**src/hdl/cfd_map.vh**
```
// cfd_map.vh: configuration word indices, field positions, reset values
// assumes: included by the configuration decode design files only
`ifndef CFD_MAP_VH
`define CFD_MAP_VH

// ----------------------------------------------------------------
// configuration word indices (low byte of 300000h space)
// ----------------------------------------------------------------
`define CFD_IDX_CLOCK_PRESCALE   4'h0
`define CFD_IDX_BROWNOUT_POWER   4'h2
`define CFD_IDX_WATCHDOG         4'h3
`define CFD_IDX_DEBUG_PROGRAM    4'h6
`define CFD_IDX_CODE_PROTECT_LO  4'h8
`define CFD_IDX_CODE_PROTECT_HI  4'h9
`define CFD_IDX_BLOCK_WP_LOW     4'hA
`define CFD_IDX_SPECIAL_WP       4'hB
`define CFD_IDX_TABLE_RG_LOW     4'hC
`define CFD_IDX_TABLE_RG_HIGH    4'hD

// ----------------------------------------------------------------
// field positions
// ----------------------------------------------------------------
`define CFD_PRESCALE_MSB         2
`define CFD_PRESCALE_LSB         0
`define CFD_POWERUP_TIMER_N_BIT           0
`define CFD_BOR_MODE_LSB         1
`define CFD_BOR_LEVEL_LSB        3
`define CFD_VREG_BIT             5
`define CFD_WDPS_LSB             1
`define CFD_LVP_BIT              2
`define CFD_BOOT_BLOCK_SIZE_MSB            5
`define CFD_BOOT_BLOCK_SIZE_LSB            4
`define CFD_BOOT_CP_BIT          6
`define CFD_EEPROM_WP_BIT        7
`define CFD_BOOT_WP_BIT          6
`define CFD_CONFIG_WP_BIT        5
`define CFD_BOOT_RG_BIT          6

// ----------------------------------------------------------------
// unprogrammed (reset) values
// ----------------------------------------------------------------
`define CFD_RST_CLOCK_PRESCALE   8'h00
`define CFD_RST_BROWNOUT_POWER   8'h1F
`define CFD_RST_WATCHDOG         8'h1F
`define CFD_RST_DEBUG_PROGRAM    8'h85
`define CFD_RST_CODE_PROTECT_LO  8'h3F
`define CFD_RST_CODE_PROTECT_HI  8'hC0
`define CFD_RST_BLOCK_WP_LOW     8'h3F
`define CFD_RST_SPECIAL_WP       8'hE0
`define CFD_RST_TABLE_RG_LOW     8'h3F
`define CFD_RST_TABLE_RG_HIGH    8'h40

// ----------------------------------------------------------------
// brown-out modes
// ----------------------------------------------------------------
`define CFD_BOR_OFF              2'h0
`define CFD_BOR_SOFTWARE         2'h1
`define CFD_BOR_HW_NO_SLEEP      2'h2
`define CFD_BOR_HW_ALWAYS        2'h3

`endif

```
**src/hdl/cfd_config_decode.v**
```verilog
// cfd_config_decode.v: configuration word store and decode
// assumes: programmer writes words by index over a simple strobe port
// in program mode; pins arrive asynchronous and are synchronised here.
//
// Summary of operation
// - pll prescale code selects oscillator divider
// - regulator bit enables usb regulator
// - two-bit field picks brown-out trip level
// - two-bit field picks brown-out mode
// - power-up timer enable is active low
// - watchdog postscale is two to the n
// - blocks 0..5 writable only when bit set
// - boot and eeprom write protect bits
// - config writes rejected when protect bit clear
// - cross-block table reads denied when guarded
// - boot size locked once block protected
// - low-voltage entry allowed while bit set
// - bit clear frees select pin for i/o
// - bit clear: only high-voltage entry accepted
// - high-voltage entry always honoured
// - low-voltage mode keeps select pin reserved
`timescale 1ns/1ps
`include "cfd_map.vh"
module cfd_config_decode #(
	parameter NUM_BLOCKS = 6
) (
	input  wire        clock_i,              // core clock, 200 MHz
	input  wire        rst_n_i,              // async reset, active low
	input  wire        high_prog_level_i,    // high programming level on reset pin
	input  wire        program_select_pin_i, // program-mode select pin level
	input  wire        cfg_wr_i,             // config word write strobe
	input  wire [3:0]  cfg_idx_i,            // config word index
	input  wire [7:0]  cfg_wdata_i,          // config write data
	input  wire [3:0]  cfg_ridx_i,           // config read index
	output reg  [7:0]  cfg_rdata_o,          // config read data
	output reg         cfg_wr_err_o,         // write refused, one-cycle pulse
	input  wire        mem_wr_i,             // memory write request
	input  wire [2:0]  mem_wr_blk_i,         // 0..5 block, 6 boot, 7 eeprom
	output reg         mem_wr_ok_o,          // write granted, one-cycle pulse
	output reg         mem_wr_deny_o,        // write blocked, one-cycle pulse
	input  wire        tbl_rd_i,             // table read request
	input  wire [2:0]  tbl_tgt_blk_i,        // target block, 6 boot
	input  wire [2:0]  tbl_src_blk_i,        // executing block, 6 boot
	output reg         tbl_rd_ok_o,          // table read granted pulse
	output reg         tbl_rd_deny_o,        // table read denied pulse
	input  wire        sw_brownout_i,        // software brown-out control
	input  wire        sleep_i,              // core in sleep
	output reg  [2:0]  pll_input_prescale_o, // raw prescale code
	output reg  [3:0]  pll_divide_o,         // divider ratio 1..12
	output reg         usb_regulator_enable_o, // usb regulator on
	output reg  [1:0]  brownout_level_select_o, // 3=2.0V 2=2.7V 1=4.2V 0=4.5V
	output reg         brownout_enable_o,    // brown-out reset active
	output reg         powerup_timer_run_o,  // power-up timer in use
	output reg  [3:0]  watchdog_postscale_select_o, // postscale code n
	output reg  [15:0] watchdog_postscale_ratio_o,  // 2^n minus one
	output reg         lv_mode_o,            // low-voltage program mode
	output reg         hv_mode_o,            // high-voltage program mode
	output reg         select_pin_gpio_o     // select pin free as gpio
);
	// ----------------------------------------------------------------
	// pin synchronisers
	// ----------------------------------------------------------------
	wire hv_sync;
	wire pgm_sync;
	cfd_sync2 #(.RST_VAL(1'b0)) u_sync_hv (
		.clock_i (clock_i),
		.rst_n_i (rst_n_i),
		.d_i     (high_prog_level_i),
		.q_o     (hv_sync)
	);
	cfd_sync2 #(.RST_VAL(1'b0)) u_sync_pgm (
		.clock_i (clock_i),
		.rst_n_i (rst_n_i),
		.d_i     (program_select_pin_i),
		.q_o     (pgm_sync)
	);

	// ----------------------------------------------------------------
	// configuration words
	// ----------------------------------------------------------------
	reg [7:0] clock_prescale_config_q;
	reg [7:0] brownout_power_config_q;
	reg [7:0] watchdog_config_q;
	reg [7:0] debug_program_config_q;
	reg [7:0] code_protect_low_q;
	reg [7:0] code_protect_high_q;
	reg [7:0] block_write_protect_low_q;
	reg [7:0] special_write_protect_q;
	reg [7:0] table_read_protect_low_q;
	reg [7:0] table_read_protect_high_q;

	wire low_voltage_program_enable = debug_program_config_q[`CFD_LVP_BIT];
	wire config_write_protect = special_write_protect_q[`CFD_CONFIG_WP_BIT];
	wire boot_write_protect   = special_write_protect_q[`CFD_BOOT_WP_BIT];
	wire eeprom_write_protect = special_write_protect_q[`CFD_EEPROM_WP_BIT];
	wire boot_code_protect    = code_protect_high_q[`CFD_BOOT_CP_BIT];
	wire boot_read_guard      = table_read_protect_high_q[`CFD_BOOT_RG_BIT];

	// protect bits are active low; any zero among boot/block0 locks size
	wire boot_block_size_lock = ~boot_code_protect | ~code_protect_low_q[0] |
		~boot_write_protect | ~block_write_protect_low_q[0] |
		~boot_read_guard | ~table_read_protect_low_q[0];

	// ----------------------------------------------------------------
	// program mode entry
	// ----------------------------------------------------------------
	reg  lv_mode_q;
	reg  hv_mode_q;
	wire hv_mode_d = hv_sync;
	// low-voltage entry needs the bit set and yields to high voltage
	wire lv_mode_d = ~hv_sync & pgm_sync & low_voltage_program_enable;
	wire prog_mode = hv_mode_q | lv_mode_q;

	// the enable bit itself may change only under high-voltage entry
	wire cfg_wr_legal = cfg_wr_i & prog_mode & config_write_protect;

	always @(posedge clock_i or negedge rst_n_i) begin
		if (!rst_n_i) begin
			hv_mode_q <= 1'b0;
			lv_mode_q <= 1'b0;
		end else begin
			hv_mode_q <= hv_mode_d;
			lv_mode_q <= lv_mode_d;
		end
	end

	// ----------------------------------------------------------------
	// config word writes
	// ----------------------------------------------------------------
	reg [7:0] dbg_wdata;
	always @* begin
		dbg_wdata = cfg_wdata_i;
		if (boot_block_size_lock)
			dbg_wdata[`CFD_BOOT_BLOCK_SIZE_MSB:`CFD_BOOT_BLOCK_SIZE_LSB] =
				debug_program_config_q[`CFD_BOOT_BLOCK_SIZE_MSB:`CFD_BOOT_BLOCK_SIZE_LSB];
		if (!hv_mode_q)
			dbg_wdata[`CFD_LVP_BIT] = low_voltage_program_enable;
	end

	always @(posedge clock_i or negedge rst_n_i) begin
		if (!rst_n_i) begin
			clock_prescale_config_q   <= `CFD_RST_CLOCK_PRESCALE;
			brownout_power_config_q   <= `CFD_RST_BROWNOUT_POWER;
			watchdog_config_q         <= `CFD_RST_WATCHDOG;
			debug_program_config_q    <= `CFD_RST_DEBUG_PROGRAM;
			code_protect_low_q        <= `CFD_RST_CODE_PROTECT_LO;
			code_protect_high_q       <= `CFD_RST_CODE_PROTECT_HI;
			block_write_protect_low_q <= `CFD_RST_BLOCK_WP_LOW;
			special_write_protect_q   <= `CFD_RST_SPECIAL_WP;
			table_read_protect_low_q  <= `CFD_RST_TABLE_RG_LOW;
			table_read_protect_high_q <= `CFD_RST_TABLE_RG_HIGH;
			cfg_wr_err_o              <= 1'b0;
		end else begin
			cfg_wr_err_o <= cfg_wr_i & ~cfg_wr_legal;
			if (cfg_wr_legal) begin
				case (cfg_idx_i)
					`CFD_IDX_CLOCK_PRESCALE: clock_prescale_config_q <= cfg_wdata_i & 8'h3F;
					`CFD_IDX_BROWNOUT_POWER: brownout_power_config_q <= cfg_wdata_i & 8'h3F;
					`CFD_IDX_WATCHDOG:       watchdog_config_q <= cfg_wdata_i & 8'h1F;
					`CFD_IDX_DEBUG_PROGRAM:  debug_program_config_q <= dbg_wdata;
					`CFD_IDX_CODE_PROTECT_LO: code_protect_low_q <= cfg_wdata_i & 8'h3F;
					`CFD_IDX_CODE_PROTECT_HI: code_protect_high_q <= cfg_wdata_i & 8'hC0;
					`CFD_IDX_BLOCK_WP_LOW:   block_write_protect_low_q <= cfg_wdata_i & 8'h3F;
					`CFD_IDX_SPECIAL_WP:     special_write_protect_q <= cfg_wdata_i & 8'hE0;
					`CFD_IDX_TABLE_RG_LOW:   table_read_protect_low_q <= cfg_wdata_i & 8'h3F;
					`CFD_IDX_TABLE_RG_HIGH:  table_read_protect_high_q <= cfg_wdata_i & 8'h40;
					default: ;
				endcase
			end
		end
	end

	// ----------------------------------------------------------------
	// config readback (unmapped and unimplemented read zero)
	// ----------------------------------------------------------------
	reg [7:0] rd_mux;
	always @* begin
		case (cfg_ridx_i)
			`CFD_IDX_CLOCK_PRESCALE:  rd_mux = clock_prescale_config_q;
			`CFD_IDX_BROWNOUT_POWER:  rd_mux = brownout_power_config_q;
			`CFD_IDX_WATCHDOG:        rd_mux = watchdog_config_q;
			`CFD_IDX_DEBUG_PROGRAM:   rd_mux = debug_program_config_q;
			`CFD_IDX_CODE_PROTECT_LO: rd_mux = code_protect_low_q;
			`CFD_IDX_CODE_PROTECT_HI: rd_mux = code_protect_high_q;
			`CFD_IDX_BLOCK_WP_LOW:    rd_mux = block_write_protect_low_q;
			`CFD_IDX_SPECIAL_WP:      rd_mux = special_write_protect_q;
			`CFD_IDX_TABLE_RG_LOW:    rd_mux = table_read_protect_low_q;
			`CFD_IDX_TABLE_RG_HIGH:   rd_mux = table_read_protect_high_q;
			default:                  rd_mux = 8'h00;
		endcase
	end

	// ----------------------------------------------------------------
	// memory write protection
	// ----------------------------------------------------------------
	reg mem_wr_allow;
	always @* begin
		case (mem_wr_blk_i)
			3'h6:    mem_wr_allow = boot_write_protect;
			3'h7:    mem_wr_allow = eeprom_write_protect;
			default: mem_wr_allow = (mem_wr_blk_i < NUM_BLOCKS) &
				block_write_protect_low_q[mem_wr_blk_i];
		endcase
	end

	// ----------------------------------------------------------------
	// table read protection
	// ----------------------------------------------------------------
	reg tbl_guard_open;
	always @* begin
		if (tbl_tgt_blk_i == 3'h6)
			tbl_guard_open = boot_read_guard;
		else if (tbl_tgt_blk_i < NUM_BLOCKS)
			tbl_guard_open = table_read_protect_low_q[tbl_tgt_blk_i];
		else
			tbl_guard_open = 1'b0;
	end
	// reads from inside the same block are never guarded
	wire tbl_allow = (tbl_tgt_blk_i == tbl_src_blk_i) | tbl_guard_open;

	// ----------------------------------------------------------------
	// decode of settings
	// ----------------------------------------------------------------
	wire [2:0] prescale = clock_prescale_config_q[`CFD_PRESCALE_MSB:`CFD_PRESCALE_LSB];
	reg  [3:0] divide_d;
	always @* begin
		case (prescale)
			3'h0:    divide_d = 4'h1;
			3'h1:    divide_d = 4'h2;
			3'h2:    divide_d = 4'h3;
			3'h3:    divide_d = 4'h4;
			3'h4:    divide_d = 4'h5;
			3'h5:    divide_d = 4'h6;
			3'h6:    divide_d = 4'hA;
			default: divide_d = 4'hC;
		endcase
	end

	wire [1:0] bor_mode = brownout_power_config_q[`CFD_BOR_MODE_LSB+1:`CFD_BOR_MODE_LSB];
	reg  bor_en_d;
	always @* begin
		case (bor_mode)
			`CFD_BOR_HW_ALWAYS:   bor_en_d = 1'b1;
			`CFD_BOR_HW_NO_SLEEP: bor_en_d = ~sleep_i;
			`CFD_BOR_SOFTWARE:    bor_en_d = sw_brownout_i;
			default:              bor_en_d = 1'b0;
		endcase
	end

	wire [3:0] wdps = watchdog_config_q[`CFD_WDPS_LSB+3:`CFD_WDPS_LSB];
	// ratio kept as 2^n - 1 so 1:32768 fits in sixteen bits
	wire [15:0] wd_ratio_d = (16'h0001 << wdps) - 16'h0001;

	// ----------------------------------------------------------------
	// registered outputs
	// ----------------------------------------------------------------
	always @(posedge clock_i or negedge rst_n_i) begin
		if (!rst_n_i) begin
			cfg_rdata_o                 <= 8'h00;
			mem_wr_ok_o                 <= 1'b0;
			mem_wr_deny_o               <= 1'b0;
			tbl_rd_ok_o                 <= 1'b0;
			tbl_rd_deny_o               <= 1'b0;
			pll_input_prescale_o        <= 3'h0;
			pll_divide_o                <= 4'h1;
			usb_regulator_enable_o      <= 1'b0;
			brownout_level_select_o     <= 2'h0;
			brownout_enable_o           <= 1'b0;
			powerup_timer_run_o         <= 1'b0;
			watchdog_postscale_select_o <= 4'h0;
			watchdog_postscale_ratio_o  <= 16'h0000;
			lv_mode_o                   <= 1'b0;
			hv_mode_o                   <= 1'b0;
			select_pin_gpio_o           <= 1'b0;
		end else begin
			cfg_rdata_o                 <= rd_mux;
			mem_wr_ok_o                 <= mem_wr_i & mem_wr_allow;
			mem_wr_deny_o               <= mem_wr_i & ~mem_wr_allow;
			tbl_rd_ok_o                 <= tbl_rd_i & tbl_allow;
			tbl_rd_deny_o               <= tbl_rd_i & ~tbl_allow;
			pll_input_prescale_o        <= prescale;
			pll_divide_o                <= divide_d;
			usb_regulator_enable_o      <= brownout_power_config_q[`CFD_VREG_BIT];
			brownout_level_select_o     <=
				brownout_power_config_q[`CFD_BOR_LEVEL_LSB+1:`CFD_BOR_LEVEL_LSB];
			brownout_enable_o           <= bor_en_d;
			powerup_timer_run_o         <= ~brownout_power_config_q[`CFD_POWERUP_TIMER_N_BIT];
			watchdog_postscale_select_o <= wdps;
			watchdog_postscale_ratio_o  <= wd_ratio_d;
			lv_mode_o                   <= lv_mode_q;
			hv_mode_o                   <= hv_mode_q;
			// pin is gpio only with the bit clear and not in low-voltage mode
			select_pin_gpio_o <= ~low_voltage_program_enable & ~lv_mode_q;
		end
	end
endmodule // cfd_config_decode

```
**src/hdl/cfd_sync2.v**
```verilog
// cfd_sync2.v: two-stage synchroniser for asynchronous pin levels
// assumes: one clock, async active-low reset
`timescale 1ns/1ps
module cfd_sync2 #(
	parameter RST_VAL = 1'b0
) (
	input  wire clock_i, // core clock
	input  wire rst_n_i, // async reset, active low
	input  wire d_i,     // asynchronous level
	output wire q_o      // synchronised level
);
	reg meta_q;
	reg sync_q;
	always @(posedge clock_i or negedge rst_n_i) begin
		if (!rst_n_i) begin
			meta_q <= RST_VAL;
			sync_q <= RST_VAL;
		end else begin
			meta_q <= d_i;
			sync_q <= meta_q;
		end
	end
	assign q_o = sync_q;
endmodule // cfd_sync2

```
**config.mk**
```make
export PLATFORM = sky130hd
export DESIGN_NAME = cfd_config_decode
export DESIGN_NICKNAME = d
export VERILOG_FILES = /design/src/hdl/cfd_config_decode.v /design/src/hdl/cfd_sync2.v
export VERILOG_INCLUDE_DIRS = /design/src /design/src/hdl
export SDC_FILE = /design/constraint.sdc
export NUM_CORES = 1
export LEC_CHECK = 0
export BUFFER_PORTS_ARGS = -buffer_cell sky130_fd_sc_hd__buf_4
export CORE_MARGIN = 4
export CORE_UTILIZATION = 25
export CTS_CLUSTER_DIAMETER = 40
export DETAILED_ROUTE_END_ITERATION = 8
export SETUP_SLACK_MARGIN = 0.5
export SLEW_MARGIN = 30
export SYNTH_ARGS = -nofsm -noshare
export SYNTH_HDL_FRONTEND = slang
export SYNTH_SLANG_ARGS = --single-unit
```
**constraint.sdc**
```tcl
create_clock -name clock_i -period 1.97 [get_ports clock_i]
set_input_delay 0.0985 -clock clock_i [delete_from_list [all_inputs] [get_ports clock_i]]
set_output_delay 0.0985 -clock clock_i [all_outputs]
set_load 0.005 [all_outputs]
```
# Yosys cells after proc, flatten, opt, wreduce, memory -nomap -nowiden
# Cells that the tools add are included.
# classes
add_sub_neg	1
magnitude_cmp	4
eq_ne	31
shift	1
muxes	10
n_bitwise	33
n_reduce_logical	15
# op_table
operator	n
$pmux 8 s10	1
$eq 4x4->1 const B	12
$pmux 4 s7	1
$reduce_and 2->1	10
$eq 3x3->1 const B	6
$eq 4x2->1 const B	4
$shl 1x4->16 const A	1
$sub 16x1->16 const B	1
$not 1->1	15
$and 1x1->1	11
$eq 4x3->1 const B	2
$logic_not 4->1	2
$lt 3x4->1 const B	2
$or 1x1->1	7
$bmux 1 s3	2
$eq 3x2->1 const B	2
$lt 3x3->1 const B	2
$reduce_and 3->1	2
$eq 2x2->1 const B	2
$mux 1	4
$eq 3x1->1 const B	1
$eq 3x3->1	1
$logic_not 3->1	1
$pmux 1 s3	1
2 further kinds	2
# totals
reg_bits	103
inputBits	34
output_inout_bits	48

# Longest topological paths before layout
# depth
word_depth	8
depth_mapped	9
depth_no_buf	8

# By module
# Synthesis repeated with hierarchy kept, for this count alone.
# hier_totals
hier_cells	334
area_unflattened_um2	4319.1
# by_module_without_submodules
mod	instances	cells_each	area_per_inst_um2	seq_area_each_um2
cfd_config_decode	1	330	4219.0	2524.9
cfd_sync2	2	2	50.0	50.0

# Least setup slack after synthesis
# No wires, ideal clock.
# synth_timing
path_type	register -> register
from	register special_write_protect_q[5]
to	register debug_program_config_q[4]
setup_time_ns	0.125
arrival_ns	2.040
required_ns	1.845
setup_slack_ns	-0.195
path_stages_with_launch	6
path_buffers	1
period_less_slack_ns	2.165
cell_sequence	dfstp_2 o2111ai_2 or4b_1 buf_2 or3_4 mux2_4
# synth_between
elab_chain_len	2
# synth_rtl
item	line_no	text
from (decl)	cfd_config_decode.v:88	reg [7:0] special_write_protect_q;
from (signal assigned)	cfd_config_decode.v:149	special_write_protect_q <= `CFD_RST_SPECIAL_WP;
from (signal assigned)	cfd_config_decode.v:164	`CFD_IDX_SPECIAL_WP: special_write_protect_q <= cfg_wdata_i & 8'hE0;
$and 1x1->1	cfd_config_decode.v:115	wire cfg_wr_legal = cfg_wr_i & prog_mode & config_write_protect;
$reduce_and 3->1 (no line)	-	
to (signal assigned)	cfd_config_decode.v:145	debug_program_config_q <= `CFD_RST_DEBUG_PROGRAM;
to (signal assigned)	cfd_config_decode.v:160	`CFD_IDX_DEBUG_PROGRAM: debug_program_config_q <= dbg_wdata;
to (decl)	cfd_config_decode.v:84	reg [7:0] debug_program_config_q;
# Every way passes these cells.
# A chain may end at the register's enable or synchronous reset.

# Worst setup path in the final report
# layout_timing
from	register special_write_protect_q[5]
to	register debug_program_config_q[5]
# The elaborated chain is that of the path after synthesis.

==> results.toml <==
[run_status]
status = "finished with violations"
violations = "negative setup slack"

[critical_path]
endpoint_kind = "register"
cpPeakStageDelay_ns = 0.55
cp_cell_sequence = "o2111ai_4 > or4b_4 > or3_4 > mux2_4"
startpoint_type = "register"
worstPathBufferInverterCount = 0
cp.arrival_ns = 2.22
path_max_fanout = 2
critical-path-top-delay-family = "simple AND/OR/NAND/NOR gates"
critical_path_class = "reg -> reg"
crit_slowest_cell = "dfstp_2"
cp.required_ns = 2.21

[global_route]
grt_max_degree = 44
antenna_found_initial = 0
grt_pass1_wl_um = 18060
grt_pass1_vias = 3222
grtUsageTotal_pct = 11.98
grt-ovfl-total = 0

[place]
dpl.cell_count = 634
dp_hpwl_um = 8045
portBuffers = 81
gp_congestion = 0.8429
place_ws_ns = -0.02411

[synthesis]
synth_area_per_cell_sq_um = 13.05
synth_edf_count = 0
synth_common_cells = "dfrtp_1 (65), mux2_2 (48), dfstp_2 (38), nand2_1 (18), nor2_1 (16)"
yosys_warnings = 0
yosysSeqAreaShare_pct = 60.95
ys_ff_latch = 103
syn-num-nets = 365
yosysUniqueCellTypes = 56
netlist_area_sq_um = 4307
synthArstFlopShare_pct = 100.0
syn-instance-count = 330
synth_area_leader_cell = "dfrtp_1"
synth_top_cell_area_share_pct = 37.77
synth_area_leaders = "dfrtp_1 (38%), dfstp_2 (23%), mux2_2 (13%)"
ys.flop_type = "dfrtp_1"
synth_most_common_cell = "dfrtp_1"

[cells_and_area]
area_growth_syn_to_layout_pct = 42.68
seq_area_sq_um = 2625
nFillCells = 1632
multiInputGateArea_sq_um = 1884
n_antenna_cell = 0
nNetsFinal = 484
final_cells = 674
drive_above_1_share_pct = 55.07
utilization_pct = 36.66

[route]
wl_um = 11270
ant_nets = 0
drt_iter0_markers = 146
drc = 0
first_pass_iters = 4
detail_route.vias_per_cell = 4.521
wl_per_cell_um = 16.73
vias = 3047

[sta]
fin_ws_ns = -0.01547
worst_slew_pin_slew_ns = 0.6075
tns_ns = -0.02423
max-slew-margin-rel_pct = 59.50
finalCriticalPeriod_ns = 1.985
max_freq_mhz = 503.7
skew_ns = 0.009898
fin_crit_sh_pct = 100.8
rsz0062_at_grt = "yes"
slew_violations = 0
hold_violations = 0
final-setup-viol-count = 2

[cts]
cts.sinks = 103
cts.clk_slew.worst_paths_ns = 0.07
cts_buffers = 9
cts.path.max_buffers = 2
cts_tree = "yes"
htreeDepth = 3
clkLatencyLatePin_ns = 0.35
root_buffer = "clkbuf_16"

[floorplan]
start_util_pct = 25.70
rows = 47
die_width_um = 139.3
core-area_sq_um = 16760
dieArea_sq_um = 19390
die_h_um = 139.3
ios = 82

[pwr]
total_power_uw = 4188
p_per_area_nw_per_um2 = 681.6
total_leakage_power_uw = 0.002804
ir_drop_mv = 0.4187

[hold_path]
min_path_type = "in -> reg"

[run]
drv_cap = 0
==> report_power, final <==
part | switching (uW) | internal (uW) | leakage, uW
Combinational | 151 | 106 | 0.00140
Sequential | 5.84 | 2140 | 0.00127
Clock | 765 | 1030 | 0.000139
Total | 922 | 3270 | 0.00280
==> final cells by class <==
cell class / instances / share of cell area (%)
Tap cell: 220 / 4.480
Timing Repair Buffer: 123 / 16.70
Clock inverter: 4 / 0.8756
Multi-Input combinational cell: 203 / 30.67
Clock buffer: 12 / 4.011
Inverter: 9 / 0.5498
Sequential cell: 103 / 42.72
==> per-stage QoR <==
stage | instance area, sq um | hold slack (ns)
2_1_floorplan | 4497 | -0.1971
3_3_place_gp | 5431 | 0.1385
3_5_place_dp | 5431 | 0.1385
4_1_cts | 6053 | 0.002393
5_1_grt | 6145 | 0.01259
6_report | 6145 | 0.01840
==> cells by family after synthesis <==
family | synth area share, %
other cells | 0.08708
simple gates | 10.17
buf+inv | 2.121
mux | 17.08
xor+xnor | 1.017
fa+ha+maj | 0.2905
flops | 60.95
compound gates | 8.280
==> placed cells by master, fill, tap and decap left out, drive strengths merged, types with 5 or more instances in the layout <==
master	instances
a21oi	7
and2	6
buf	115
clkbuf	12
dfrtp	65
dfstp	38
dlygate4sd3	8
inv	10
mux2	50
mux2i	12
nand2	18
nand3	5
nor2	16
nor2b	6
nor3	8
o21ai	14
==> worst register-to-register path: cells and delay by family (launching register included) <==
kind / cells / cell delay [ns]
mux: 1 / 0.30
flops: 1 / 0.55
simple gates: 2 / 0.90
compound gates: 1 / 0.12
==> worst paths after layout <==
check / startpoint / end / slack (ns) / depth (start not counted)
worst max-delay path: special_write_protect_q[5] / debug_program_config_q[5] / -0.02 / 4
worst min-delay path: cfg_wdata_i[6] / debug_program_config_q[6] / 0.02 / 2
worst max register to register: special_write_protect_q[5] / debug_program_config_q[5] / -0.02 / 4
worst min register to register: u_sync_hv.meta_q / u_sync_hv.q_o / 0.35 / 0
max in group asynchronous: rst_n_i / pll_divide_o[0] / 0.97 / 3
min in group asynchronous: rst_n_i / watchdog_postscale_select_o[0] / 0.30 / 2
==> layer usage <==
metal | global-route usage, % | vias up | share of wire (%)
li1 | - | 1419 | -
met1 | 16.54 | 1519 | 46
met2 | 17.81 | 98 | 46
met3 | 4.322 | 11 | 6.4
met4 | 3.399 | 0 | 1.4
met5 | 0 | - | 0
==> state kept, by name, indices dropped and copies added, names as in the netlist, 4 cells and up <==
name                         flops
clock_prescale_config_q          6
watchdog_postscale_ratio_o      16
brownout_power_config_q          6
pll_divide_o                     4
block_write_protect_low_q        6
code_protect_low_q               6
cfg_rdata_o                      8
debug_program_config_q           8
watchdog_postscale_select_o      4
watchdog_config_q                5
table_read_protect_low_q         6
==> repair_timing <==
action | CTS | global route
hold endpoints to repair | 36 | 0
gates resized for setup | 34 | 13
hold buffers | 8 | 0
setup buffers | 12 | 4
setup endpoints to repair | 53 | 57
pin swaps | 9 | 7
No activity file was read; power rests on OpenSTA's default activity.
